### config.mk
export PLATFORM = sky130hd
export DESIGN_NAME = dss_sequencer
export DESIGN_NICKNAME = d
export VERILOG_FILES = /design/src/core/dss_pkg.sv /design/src/core/dss_sel_if.sv /design/src/core/dss_next_state.sv /design/src/core/dss_sequencer.sv
export SDC_FILE = /design/constraint.sdc
export NUM_CORES = 1
export LEC_CHECK = 0
export BUFFER_PORTS_ARGS = -buffer_cell sky130_fd_sc_hd__buf_2
export CAP_MARGIN = 10
export CORE_ASPECT_RATIO = 0.6
export CORE_UTILIZATION = 45
export CTS_BUF_LIST = sky130_fd_sc_hd__clkbuf_8
export DETAILED_ROUTE_END_ITERATION = 6
export MAX_ROUTING_LAYER = met4
export PLACE_DENSITY = 0.69
export SYNTH_ARGS = -nofsm -noshare
export SYNTH_HDL_FRONTEND = slang
export SYNTH_SLANG_ARGS = --single-unit
export TNS_END_PERCENT = 5
### constraint.sdc
create_clock -name core_clk -period 3.5 [get_ports core_clk]
set_clock_uncertainty 0.15 [all_clocks]
set_input_delay 0.7 -clock core_clk [delete_from_list [all_inputs] [get_ports core_clk]]
set_output_delay 0.7 -clock core_clk [all_outputs]
set_load 0.01 [all_outputs]
### src/core/dss_pkg.sv
// shared constants and types for the debug state sequencer event block
package dss_pkg;

  // ---------------------------------------------------------------
  // register map (byte addresses on the plain register port)
  // ---------------------------------------------------------------
  localparam int          ADDR_W        = 16;
  localparam int          DATA_W        = 8;
  localparam logic [15:0] ADDR_CTRL     = 16'h0100;
  localparam logic [15:0] ADDR_COMP_EN  = 16'h0101;
  localparam logic [15:0] ADDR_STATE1   = 16'h0107;
  localparam logic [15:0] ADDR_STATE2   = 16'h0108;
  localparam logic [15:0] ADDR_STATE3   = 16'h0109;
  localparam logic [15:0] ADDR_FLAGS    = 16'h010a;
  localparam logic [15:0] ADDR_STATUS   = 16'h010b;

  // ---------------------------------------------------------------
  // field positions
  // ---------------------------------------------------------------
  localparam int CTRL_ARM_BIT    = 0;
  localparam int CTRL_EXTSEL_LSB = 1;
  localparam int FLAG_OVF_BIT    = 7;
  localparam int FLAG_FORCED_BIT = 6;
  localparam int FLAG_EXT_BIT    = 4;
  localparam int FLAG_HIT_LSB    = 0;
  localparam int STAT_PTX_BIT    = 4;
  localparam int SEL_W           = 2;
  localparam int NUM_CH          = 4;

  // ---------------------------------------------------------------
  // encodings and reset values
  // ---------------------------------------------------------------
  localparam logic [1:0] EXTSEL_EXT_EVENT = 2'h2;
  localparam logic [1:0] SEL_NONE         = 2'h0;
  localparam logic [1:0] SEL_A            = 2'h1;
  localparam logic [1:0] SEL_B            = 2'h2;
  localparam logic [1:0] SEL_FINAL        = 2'h3;
  localparam logic [7:0] RST_BYTE         = 8'h00;
  localparam logic [3:0] RST_COMP_EN      = 4'h0;

  // sequencer state codes as shown to software
  typedef enum logic [2:0] {
    DSS_ST_IDLE  = 3'b000,
    DSS_ST_ONE   = 3'b001,
    DSS_ST_TWO   = 3'b010,
    DSS_ST_THREE = 3'b011,
    DSS_ST_FINAL = 3'b100
  } dss_state_e;

endpackage

### src/core/dss_sel_if.sv
// interface between the sequencer core and its next-state selector
`timescale 1ns/100ps
interface dss_sel_if;
  dss_pkg::dss_state_e curState;
  logic [7:0]          selByte;
  logic [3:0]          match;
  logic                hit;
  dss_pkg::dss_state_e nxtState;

  modport core
  (
    output curState,
    output selByte,
    output match,
    input  hit,
    input  nxtState
  );

  modport sel
  (
    input  curState,
    input  selByte,
    input  match,
    output hit,
    output nxtState
  );
endinterface

### src/core/dss_next_state.sv
// next-state selector: highest matching channel with a code other than none picks the transition
`timescale 1ns/100ps
module dss_next_state
(
  dss_sel_if.sel selIf
);

  // ---------------------------------------------------------------
  // transition decode
  // ---------------------------------------------------------------
  // later channels with a code other than none overwrite earlier ones, so the highest such channel wins
  always_comb
  begin
    logic [1:0] code;
    code = dss_pkg::SEL_NONE;
    for (int ch = 0; ch < dss_pkg::NUM_CH; ch++)
    begin
      if (selIf.match[ch] && (selIf.selByte[ch*2 +: 2] != dss_pkg::SEL_NONE))
      begin
        code = selIf.selByte[ch*2 +: 2];
      end
    end
    selIf.hit      = (code != dss_pkg::SEL_NONE);
    selIf.nxtState = selIf.curState;
    case (selIf.curState)
      dss_pkg::DSS_ST_ONE:
      begin
        case (code)
          dss_pkg::SEL_A:     selIf.nxtState = dss_pkg::DSS_ST_TWO;
          dss_pkg::SEL_B:     selIf.nxtState = dss_pkg::DSS_ST_THREE;
          dss_pkg::SEL_FINAL: selIf.nxtState = dss_pkg::DSS_ST_FINAL;
          default:            selIf.nxtState = selIf.curState;
        endcase
      end
      dss_pkg::DSS_ST_TWO:
      begin
        case (code)
          dss_pkg::SEL_A:     selIf.nxtState = dss_pkg::DSS_ST_ONE;
          dss_pkg::SEL_B:     selIf.nxtState = dss_pkg::DSS_ST_THREE;
          dss_pkg::SEL_FINAL: selIf.nxtState = dss_pkg::DSS_ST_FINAL;
          default:            selIf.nxtState = selIf.curState;
        endcase
      end
      dss_pkg::DSS_ST_THREE:
      begin
        case (code)
          dss_pkg::SEL_A:     selIf.nxtState = dss_pkg::DSS_ST_ONE;
          dss_pkg::SEL_B:     selIf.nxtState = dss_pkg::DSS_ST_TWO;
          dss_pkg::SEL_FINAL: selIf.nxtState = dss_pkg::DSS_ST_FINAL;
          default:            selIf.nxtState = selIf.curState;
        endcase
      end
      default:
      begin
        selIf.nxtState = selIf.curState; // idle and final hold
      end
    endcase
  end

endmodule

### src/core/dss_sequencer.sv
// debug state sequencer: state control registers, arming and event flags
//
// Implementation choice: the address-and-strobe port.
`timescale 1ns/100ps

// Function
// - state control writes only disarmed, not profiling
// - State2 register holds four 2-bit channel fields
// - State2 codes: none, State1, State3, Final
// - State3 codes: none, State1, State2, Final
// - State3 register uses same field layout
// - extsel 10 routes external event to channel3
// - highest matching channel with a code other than none wins simultaneous matches
// - disabled comparator produces no match
// - event flag register is read-only
// - flags except forced set only while armed
// - forced flag set armed or arming write
// - flags cleared only by arming, otherwise kept
// - each flag sets independently of others
// - bit 6 is forced capture flag
// - bit 4 is external event flag
// - bits 3-0 are per-channel hit flags
// - overflow flag set on profiling buffer overflow
// - arming enters State1, code 001
// - State1 codes: none, State2, State3, Final
module dss_sequencer
#(
  parameter int NUM_CH = 4
)
(
  input  wire logic        core_clk,
  input  wire logic        reset,
  input  wire logic [15:0] regAddr,
  input  wire logic [7:0]  regWrData,
  input  wire logic        regWrEn,
  input  wire logic        regRdEn,
  output logic      [7:0]  regRdData_ff,
  input  wire logic [3:0]  compMatch,
  input  wire logic        extEvent,
  input  wire logic        forcedCaptureEvent,
  input  wire logic        traceOverflow,
  input  wire logic        profileTxActive,
  output logic      [2:0]  seqStateCode_ff,
  output logic             armed_ff,
  output logic      [7:0]  eventFlags_ff
);

  // ---------------------------------------------------------------
  // parameter check
  // ---------------------------------------------------------------
  // the register fields are laid out for exactly four channels
  if (NUM_CH != dss_pkg::NUM_CH)
  begin : g_badChannels
    $error("dss_sequencer: NUM_CH must be 4");
  end

  // ---------------------------------------------------------------
  // declarations
  // ---------------------------------------------------------------
  logic                [1:0] extSelect_ff;
  logic                [3:0] compOn_ff;
  logic                [7:0] state1Ctl_ff;
  logic                [7:0] state2Ctl_ff;
  logic                [7:0] state3Ctl_ff;
  dss_pkg::dss_state_e       state_ff;
  dss_pkg::dss_state_e       nxt_state;
  logic                [7:0] nxt_eventFlags;
  logic                [7:0] nxt_regRdData;
  logic                [3:0] gatedMatch;
  logic                [3:0] seqMatch;
  logic                      wrCtrl;
  logic                      wrCompEn;
  logic                      wrState1;
  logic                      wrState2;
  logic                      wrState3;
  logic                      ctlWriteOk;
  logic                      armWrite;
  logic                      disarmWrite;
  logic                      extRouted;
  logic                      flagSetOk;

  dss_sel_if selIf ();

  // ---------------------------------------------------------------
  // address decode
  // ---------------------------------------------------------------
  // one-cycle strobes qualified by the exact byte address
  assign wrCtrl   = regWrEn && (regAddr == dss_pkg::ADDR_CTRL);
  assign wrCompEn = regWrEn && (regAddr == dss_pkg::ADDR_COMP_EN);
  assign wrState1 = regWrEn && (regAddr == dss_pkg::ADDR_STATE1);
  assign wrState2 = regWrEn && (regAddr == dss_pkg::ADDR_STATE2);
  assign wrState3 = regWrEn && (regAddr == dss_pkg::ADDR_STATE3);

  // configuration is frozen during a session or a profiling transfer
  assign ctlWriteOk = !armed_ff && !profileTxActive;

  // any write of a one to the arm bit starts a fresh session
  assign armWrite    = wrCtrl && regWrData[dss_pkg::CTRL_ARM_BIT];
  assign disarmWrite = wrCtrl && !regWrData[dss_pkg::CTRL_ARM_BIT];

  // ---------------------------------------------------------------
  // arm control
  // ---------------------------------------------------------------
  // arm is always writable so software can stop a runaway session
  always_ff @(posedge core_clk)
  begin
    if (reset)
    begin
      armed_ff <= 1'b0;
    end
    else if (wrCtrl)
    begin
      armed_ff <= regWrData[dss_pkg::CTRL_ARM_BIT];
    end
  end

  // ---------------------------------------------------------------
  // event source and comparator enable configuration
  // ---------------------------------------------------------------
  // same lockout as the state control registers
  always_ff @(posedge core_clk)
  begin
    if (reset)
    begin
      extSelect_ff <= 2'h0;
    end
    else if (wrCtrl && ctlWriteOk)
    begin
      extSelect_ff <= regWrData[dss_pkg::CTRL_EXTSEL_LSB +: 2];
    end
  end

  // comparator enables, one bit per channel
  always_ff @(posedge core_clk)
  begin
    if (reset)
    begin
      compOn_ff <= dss_pkg::RST_COMP_EN;
    end
    else if (wrCompEn && ctlWriteOk)
    begin
      compOn_ff <= regWrData[3:0];
    end
  end

  // ---------------------------------------------------------------
  // state control registers
  // ---------------------------------------------------------------
  // a blocked write simply falls through, no error is reported
  always_ff @(posedge core_clk)
  begin
    if (reset)
    begin
      state1Ctl_ff <= dss_pkg::RST_BYTE;
    end
    else if (wrState1 && ctlWriteOk)
    begin
      state1Ctl_ff <= regWrData;
    end
  end

  // four 2-bit fields, channel n at bits 2n+1..2n
  always_ff @(posedge core_clk)
  begin
    if (reset)
    begin
      state2Ctl_ff <= dss_pkg::RST_BYTE;
    end
    else if (wrState2 && ctlWriteOk)
    begin
      state2Ctl_ff <= regWrData;
    end
  end

  // identical field layout to the State2 register
  always_ff @(posedge core_clk)
  begin
    if (reset)
    begin
      state3Ctl_ff <= dss_pkg::RST_BYTE;
    end
    else if (wrState3 && ctlWriteOk)
    begin
      state3Ctl_ff <= regWrData;
    end
  end

  // ---------------------------------------------------------------
  // match conditioning
  // ---------------------------------------------------------------
  // a switched-off comparator never reaches flags or sequencer
  for (genvar ch = 0; ch < NUM_CH; ch++)
  begin : g_gate
    assign gatedMatch[ch] = compMatch[ch] && compOn_ff[ch];
  end

  // channel 3 of the sequencer may listen to the external event
  assign extRouted = (extSelect_ff == dss_pkg::EXTSEL_EXT_EVENT);
  assign seqMatch  = {extRouted ? extEvent : gatedMatch[3], gatedMatch[2:0]};

  // ---------------------------------------------------------------
  // next-state selection
  // ---------------------------------------------------------------
  // pick the control byte that belongs to the present state
  always_comb
  begin
    selIf.curState = state_ff;
    selIf.match    = seqMatch;
    case (state_ff)
      dss_pkg::DSS_ST_ONE:   selIf.selByte = state1Ctl_ff;
      dss_pkg::DSS_ST_TWO:   selIf.selByte = state2Ctl_ff;
      dss_pkg::DSS_ST_THREE: selIf.selByte = state3Ctl_ff;
      default:               selIf.selByte = dss_pkg::RST_BYTE;
    endcase
  end

  dss_next_state u_nextState
  (
    .selIf (selIf.sel)
  );

  // ---------------------------------------------------------------
  // sequencer state
  // ---------------------------------------------------------------
  // arming wins over any match in the same cycle
  always_comb
  begin
    nxt_state = state_ff;
    if (armWrite)
    begin
      nxt_state = dss_pkg::DSS_ST_ONE;
    end
    else if (armed_ff && !disarmWrite && selIf.hit)
    begin
      nxt_state = selIf.nxtState;
    end
  end

  // disarming by software keeps the last state for inspection
  always_ff @(posedge core_clk)
  begin
    if (reset)
    begin
      state_ff <= dss_pkg::DSS_ST_IDLE;
    end
    else
    begin
      state_ff <= nxt_state;
    end
  end

  // state code output mirrors the sequencer register
  always_ff @(posedge core_clk)
  begin
    if (reset)
    begin
      seqStateCode_ff <= dss_pkg::DSS_ST_IDLE;
    end
    else
    begin
      seqStateCode_ff <= nxt_state;
    end
  end

  // ---------------------------------------------------------------
  // event flags
  // ---------------------------------------------------------------
  // flags other than forced collect events only in a running session, never in a control write cycle
  assign flagSetOk = armed_ff && !wrCtrl;

  // an arming write clears, but a same-cycle forced capture event still sets
  always_comb
  begin
    nxt_eventFlags = armWrite ? dss_pkg::RST_BYTE : eventFlags_ff;
    // each flag ORs in its own event, no flag masks another
    if (flagSetOk || armWrite)
    begin
      nxt_eventFlags[dss_pkg::FLAG_HIT_LSB +: 4] =
        nxt_eventFlags[dss_pkg::FLAG_HIT_LSB +: 4] | (flagSetOk ? gatedMatch : 4'h0);
    end
    if (flagSetOk && extEvent)
    begin
      nxt_eventFlags[dss_pkg::FLAG_EXT_BIT] = 1'b1;
    end
    if (flagSetOk && traceOverflow && profileTxActive)
    begin
      nxt_eventFlags[dss_pkg::FLAG_OVF_BIT] = 1'b1;
    end
    // the forced flag also catches the very arming cycle
    if (forcedCaptureEvent && (flagSetOk || armWrite))
    begin
      nxt_eventFlags[dss_pkg::FLAG_FORCED_BIT] = 1'b1;
    end
    nxt_eventFlags[5] = 1'b0; // unused bit reads zero
  end

  // no register write path reaches these bits
  always_ff @(posedge core_clk)
  begin
    if (reset)
    begin
      eventFlags_ff <= dss_pkg::RST_BYTE;
    end
    else
    begin
      eventFlags_ff <= nxt_eventFlags;
    end
  end

  // ---------------------------------------------------------------
  // read path
  // ---------------------------------------------------------------
  // data valid only in the cycle after the strobe, zero otherwise
  always_comb
  begin
    nxt_regRdData = dss_pkg::RST_BYTE;
    if (regRdEn)
    begin
      case (regAddr)
        dss_pkg::ADDR_CTRL:    nxt_regRdData = {5'h00, extSelect_ff, armed_ff};
        dss_pkg::ADDR_COMP_EN: nxt_regRdData = {4'h0, compOn_ff};
        dss_pkg::ADDR_STATE1:  nxt_regRdData = state1Ctl_ff;
        dss_pkg::ADDR_STATE2:  nxt_regRdData = state2Ctl_ff;
        dss_pkg::ADDR_STATE3:  nxt_regRdData = state3Ctl_ff;
        dss_pkg::ADDR_FLAGS:   nxt_regRdData = eventFlags_ff;
        dss_pkg::ADDR_STATUS:  nxt_regRdData = {3'h0, profileTxActive, 1'b0, state_ff};
        default:               nxt_regRdData = dss_pkg::RST_BYTE;
      endcase
    end
  end

  // registered read data keeps the output straight from a flop
  always_ff @(posedge core_clk)
  begin
    if (reset)
    begin
      regRdData_ff <= dss_pkg::RST_BYTE;
    end
    else
    begin
      regRdData_ff <= nxt_regRdData;
    end
  end

endmodule
==> Word-level counts from Yosys, hierarchy flattened <==
Index checks and enable logic that the tools add are counted.
{ "totals": {"register_bits": 50, "in_bits": 36} }
{ "classes": {"n_bitwise": 2, "reduce_logical": 49, "eq_ne": 20, "muxes": 19} }
{ "ops": {"columns": ["operator", "n"], "rows": [
  ["$eq A16 B9 Y1 const B", 7],
  ["$pmux W8 S7", 1],
  ["$pmux W3 S3", 4],
  ["$logic_and A1 B1 Y1", 28],
  ["$pmux W8 S3", 1],
  ["$reduce_bool A2 Y1", 9],
  ["$ne A5 B2 Y1 const B", 3],
  ["$ne A4 B1 Y1 const B", 3],
  ["$reduce_and A5 Y1", 2],
  ["$mux W2", 4],
  ["$mux W4", 2],
  ["$mux W8", 1],
  ["$eq A2 B2 Y1 const B", 3],
  ["$eq A3 B2 Y1 const B", 2],
  ["$mux W1", 6],
  ["$logic_not A1 Y1", 5],
  ["$or A4 B4 Y4", 1],
  ["$reduce_bool A4 Y1", 1],
  ["$reduce_or A2 Y1", 2],
  ["$eq A3 B1 Y1 const B", 1],
  ["$reduce_bool A3 Y1", 1],
  ["$eq A2 B1 Y1 const B", 1],
  ["$logic_or A1 B1 Y1", 1],
  ["$not A1 Y1", 1]
]} }

==> Longest topological paths before layout <==
{ "logic_depth": {"word_depth": 13, "ltp_mapped": 13} }

==> Modules after synthesis <==
A second synthesis with hierarchy kept.
{ "unflattened": {"hier_cells": 336, "hier_area_um2": 2877.8} }
{ "by_module_without_submodules": {"columns": ["mod", "cells_each", "area_each_um2", "n_inst"], "rows": [
  ["dss_sequencer", 308, 2686.3, 1],
  ["dss_next_state", 28, 191.4, 1]
]} }

==> Least setup slack after synthesis <==
Ideal clock, no wire load.
{ "synth_path": {"path_kind": "flip-flop to flip-flop", "start": "reg seqStateCode_ff[0] (netlist name)", "end": "reg seqStateCode_ff[0]", "slack_ns": 0.347, "stages_incl_launch_ff": 14, "path_buffers": 2, "arrival_ns": 2.870, "setup_time_ns": 0.134, "required_ns": 3.216, "cell_sequence": "dfxtp_1 -> buf_2 -> nor2b_1 -> buf_2 -> a22o_1 -> or4b_1 -> a31oi_1 -> o31ai_1 -> ha_1 -> or3_1 -> nand2_1 -> a21boi_0 -> a211oi_1 -> a311oi_1"} }
{ "synth_rtl": {"columns": ["element", "line_no", "text"], "rows": [
  ["to (signal assigned)", "dss_sequencer.sv:257", "seqStateCode_ff <= dss_pkg::DSS_ST_IDLE;"],
  ["to (signal assigned)", "dss_sequencer.sv:261", "seqStateCode_ff <= nxt_state;"],
  ["to (decl)", "dss_sequencer.sv:43", "output logic [2:0] seqStateCode_ff,"]
]} }

==> results.json <==
{
  "run_status": "complete, no violations",
  "grtUsageTotal": 0.264,
  "worstSetupPathType": "register to register",
  "holdPathEnd": "regRdData_ff[3]$_SDFF_PP0_",
  "totalWireLength_mm": 7.96,
  "chipHeight_um": 62.6,
  "clock.fmax_ghz": 0.307,
  "place.detailed.hpwl_mm": 6.09,
  "power_density_nw_per_um2": 305,
  "clockBufferDepth": 2,
  "insertion_delay_ps": 310,
  "grt_max_degree": 42,
  "syn_area_per_cell_um2": 8.93,
  "post_cts_buffers": 0,
  "synth-xor-area-share": 0,
  "area_growth_pct": 16.0,
  "synth_compound_area_frac": 0.172,
  "initial_core_util": 0.480,
  "synth_edf_count": 0,
  "remaining_drc_errors": 0,
  "antenna_found_initial": 0,
  "syn_inst": 308,
  "r2r-end": "seqStateCode_ff[0]$_SDFFE_PP0P_",
  "synth_mux_area_frac": 0.160,
  "tightest_slew_ps": 818,
  "htree_levels": 2,
  "period_minus_slack_ps": 3260,
  "synth_top_area_cell": "dfxtp_1",
  "nFillCells": 546,
  "ys.flop_type": "dfxtp_1",
  "reg2regPathDepth": 12,
  "netlist_top_cells_area": "dfxtp_1 36%, mux2i_1 13%, nor2_1 6.0%",
  "vdd_drop_max_mv": 0.175,
  "crit_path_end_kind": "register",
  "setup_viol": 0,
  "via_count": 2585,
  "initialDrtViolationCount": 195,
  "clkTransAtPathRegs_ps": 100,
  "start_kind": "register",
  "hold_path.class": "register to register",
  "fin_crit_sh": 0.930,
  "synth-seq-cells": 49,
  "min_from": "eventFlags_ff[3]$_SDFF_PP0_",
  "ys_async_sr_fraction": 0,
  "cts_buffers": 5,
  "synth_top_family_by_area": "simple AND/OR/NAND/NOR gates",
  "die_x_um": 103,
  "clock_sinks": 49,
  "critPathBufInv": 1,
  "stdcell_area_um2": 3190,
  "cts_tree": "done",
  "critPathRequiredTime_ps": 3510,
  "yosys.area_share.adder": 0.0273,
  "core_area_um2": 5730,
  "viasPerCell": 5.90,
  "fin_util": 0.557,
  "grt_first_pass_wirelength_mm": 12.5,
  "worst_path_most_repeated_cell": "or3_1",
  "yosysWarnings": 0,
  "grt_overflow": 0,
  "relSlewSlack": 0.453,
  "path_cells": "nor2b_1 > buf_4 > a22oi_1 > or3_1 > a31oi_1 > o31ai_1 > ha_1 > or3_1 > nand2_1 > a21boi_0 > a211oi_1 > a311oi_1",
  "drv_cap": 0,
  "rows": 21,
  "first_pass_iters": 5,
  "critPathTopFamily": "simple AND/OR/NAND/NOR gates",
  "synthesis.nets": 350,
  "syn_area_um2": 2750,
  "dieArea_um2": 6440,
  "wl_per_cell_um": 18.2,
  "hold_viol": 0,
  "drtAntennaViolNets": 0,
  "r2r-start": "seqStateCode_ff[0]$_SDFFE_PP0P_",
  "cp.arrival_ps": 3270,
  "routabilityCongestion": 1.05,
  "r2r_slack_ps": 240,
  "nets": 400,
  "synth-simple-area-share": 0.251,
  "io_buffers": 54,
  "synth.distinct_cells": 50,
  "whs_path_depth": 2,
  "num_antenna_cells": 0,
  "drive_above_1_share": 0.246,
  "final-max-slew-violation-count": 0,
  "p_leak_nw": 1.17,
  "synth.top_cell.area_share": 0.357,
  "ios": 56,
  "crit_fanout": 11,
  "crit_slowest_cell": "dfxtp_2",
  "ys_seq_area_frac": 0.357,
  "dpl_cell_area_um2": 3100,
  "grt_pass1_vias": 2269,
  "slowest_delay_ps": 500,
  "cts-root-buf": "clkbuf_8"
}
==> report_power, final <==
group	switching, W	internal (W)	leakage, nW
clock network	0.000194	0.000157	0.0433
logic	0.0000407	0.0000239	0.733
registers	0.00000000221	0.000557	0.395
total	0.000235	0.000738	1.17
==> layout by cell type (no fill, tap or decap), types with 2 or more instances in the layout <==
master	instances
buf_2	54
dfxtp_1	48
nor2_1	44
mux2i_1	36
nand2_1	22
a21oi_1	18
a22oi_1	15
o21ai_0	13
buf_4	8
mux2_2	7
nand3_1	7
ha_1	6
clkbuf_8	6
nor3_1	4
and2_1	4
a32oi_1	4
nand2b_1	3
and3b_1	3
a31oi_1	3
nor2b_1	3
or3_1	3
nand4b_1	3
o22ai_1	3
a22o_1	2
nand3b_1	2
a211oi_1	2
o211ai_1	2
nor4_4	2
nor4b_4	2
and4b_1	2
nor3_4	2
and3_1	2
a21boi_0	2
nand4_1	2
==> routing by layer <==
layer	GRT usage	routed length (um)
met4	0.0335	34
met1	0.403	3970
met5	-	0
met3	0.0761	773
met2	0.346	3180
==> synth_stat cells, drive strengths merged, types with 2 or more instances <==
master and n:
nor4 2, dfxtp 49, mux2i 36, mux2 7, a21oi 18, nor4b 4, a31oi 3, nand2 23
a22o 2, a211oi 2, nor2b 3, and3 2, o211ai 2, o21ai 13, and3b 3, nand2b 3
nand4 2, nor3 6, nand3 7, nand3b 2, a22oi 15, and4b 2, clkbuf 12, nor3b 2
buf 7, or3 3, ha 6, nand4b 3, o22ai 3, nor2 44, and2 4, a21boi 3
a32oi 4
==> stage by stage <==
step / setup TNS [ps] / total power [W] / setup WS [ps] / std cells / hold WS, ps
after floorplan: 0 / 0.000598 / 347 / 308 / 320
after global placement: 0 / 0.000633 / 266 / 431 / 314
after detailed placement: 0 / 0.000634 / 131 / 431 / 320
after CTS: 0 / 0.000978 / 121 / 438 / 334
after global routing: -27.8 / 0.00101 / -27.8 / 438 / 381
final: 0 / 0.000972 / 244 / 438 / 330
==> cells by family after synthesis <==
family	count (synthesis)
buf+inv	19
flops	49
compound gates	72
other cells	1
mux	43
simple gates	118
fa+ha+maj	6
==> how the worst max path moves through the flow <==
| stage | cells past startpoint | endpoint | slack [ps] | startpoint |
|---|---|---|---|---|
| after detailed placement | 11 | seqStateCode_ff[0]$_SDFFE_PP0P_ | 130 | seqStateCode_ff[0]$_SDFFE_PP0P_ |
| after CTS | 11 | seqStateCode_ff[0]$_SDFFE_PP0P_ | 120 | seqStateCode_ff[0]$_SDFFE_PP0P_ |
| after global routing | 12 | seqStateCode_ff[0]$_SDFFE_PP0P_ | -30 | seqStateCode_ff[1]$_SDFFE_PP0P_ |
| final | 12 | seqStateCode_ff[0]$_SDFFE_PP0P_ | 240 | seqStateCode_ff[0]$_SDFFE_PP0P_ |
| after floorplan | 13 | seqStateCode_ff[0]$_SDFFE_PP0P_ | 350 | seqStateCode_ff[0]$_SDFFE_PP0P_ |
| after global placement | 11 | seqStateCode_ff[0]$_SDFFE_PP0P_ | 270 | seqStateCode_ff[0]$_SDFFE_PP0P_ |
==> timing repair <==
action | CTS | global route
hold buffers | 0 | 0
gates resized for setup | 0 | 1
hold endpoints to repair | 0 | 0
endpoints found under the setup margin | 0 | 1
==> worst reg2reg max path, stage by stage, from the launching register on <==
cell and delay (ps):
dfxtp_2 500, nor2b_1 210, buf_4 190, a22oi_1 100
or3_1 410, a31oi_1 200, o31ai_1 180, ha_1 230
or3_1 420, nand2_1 90, a21boi_0 110, a211oi_1 250
a311oi_1 70
==> layout make-up <==
| class | instances | area (um^2) | share of cell area |
|---|---|---|---|
| flip-flops and latches | 49 | 982 | 0.308 |
| well taps | 80 | 100 | 0.0314 |
| clock buffers | 6 | 82.6 | 0.0259 |
| clock inverters | 1 | 7.51 | 0.00235 |
| repair buffers | 62 | 330 | 0.104 |
| multi-input cells | 240 | 1690 | 0.529 |
==> sequential cells by signal, summed over array words and instances, names as in the netlist <==
signal	cells
state2Ctl_ff	8
state3Ctl_ff	8
extSelect_ff	2
compOn_ff	4
seqStateCode_ff	3
armed_ff	1
regRdData_ff	8
state1Ctl_ff	8
eventFlags_ff	7
No activity file was read; power rests on OpenSTA's default activity.
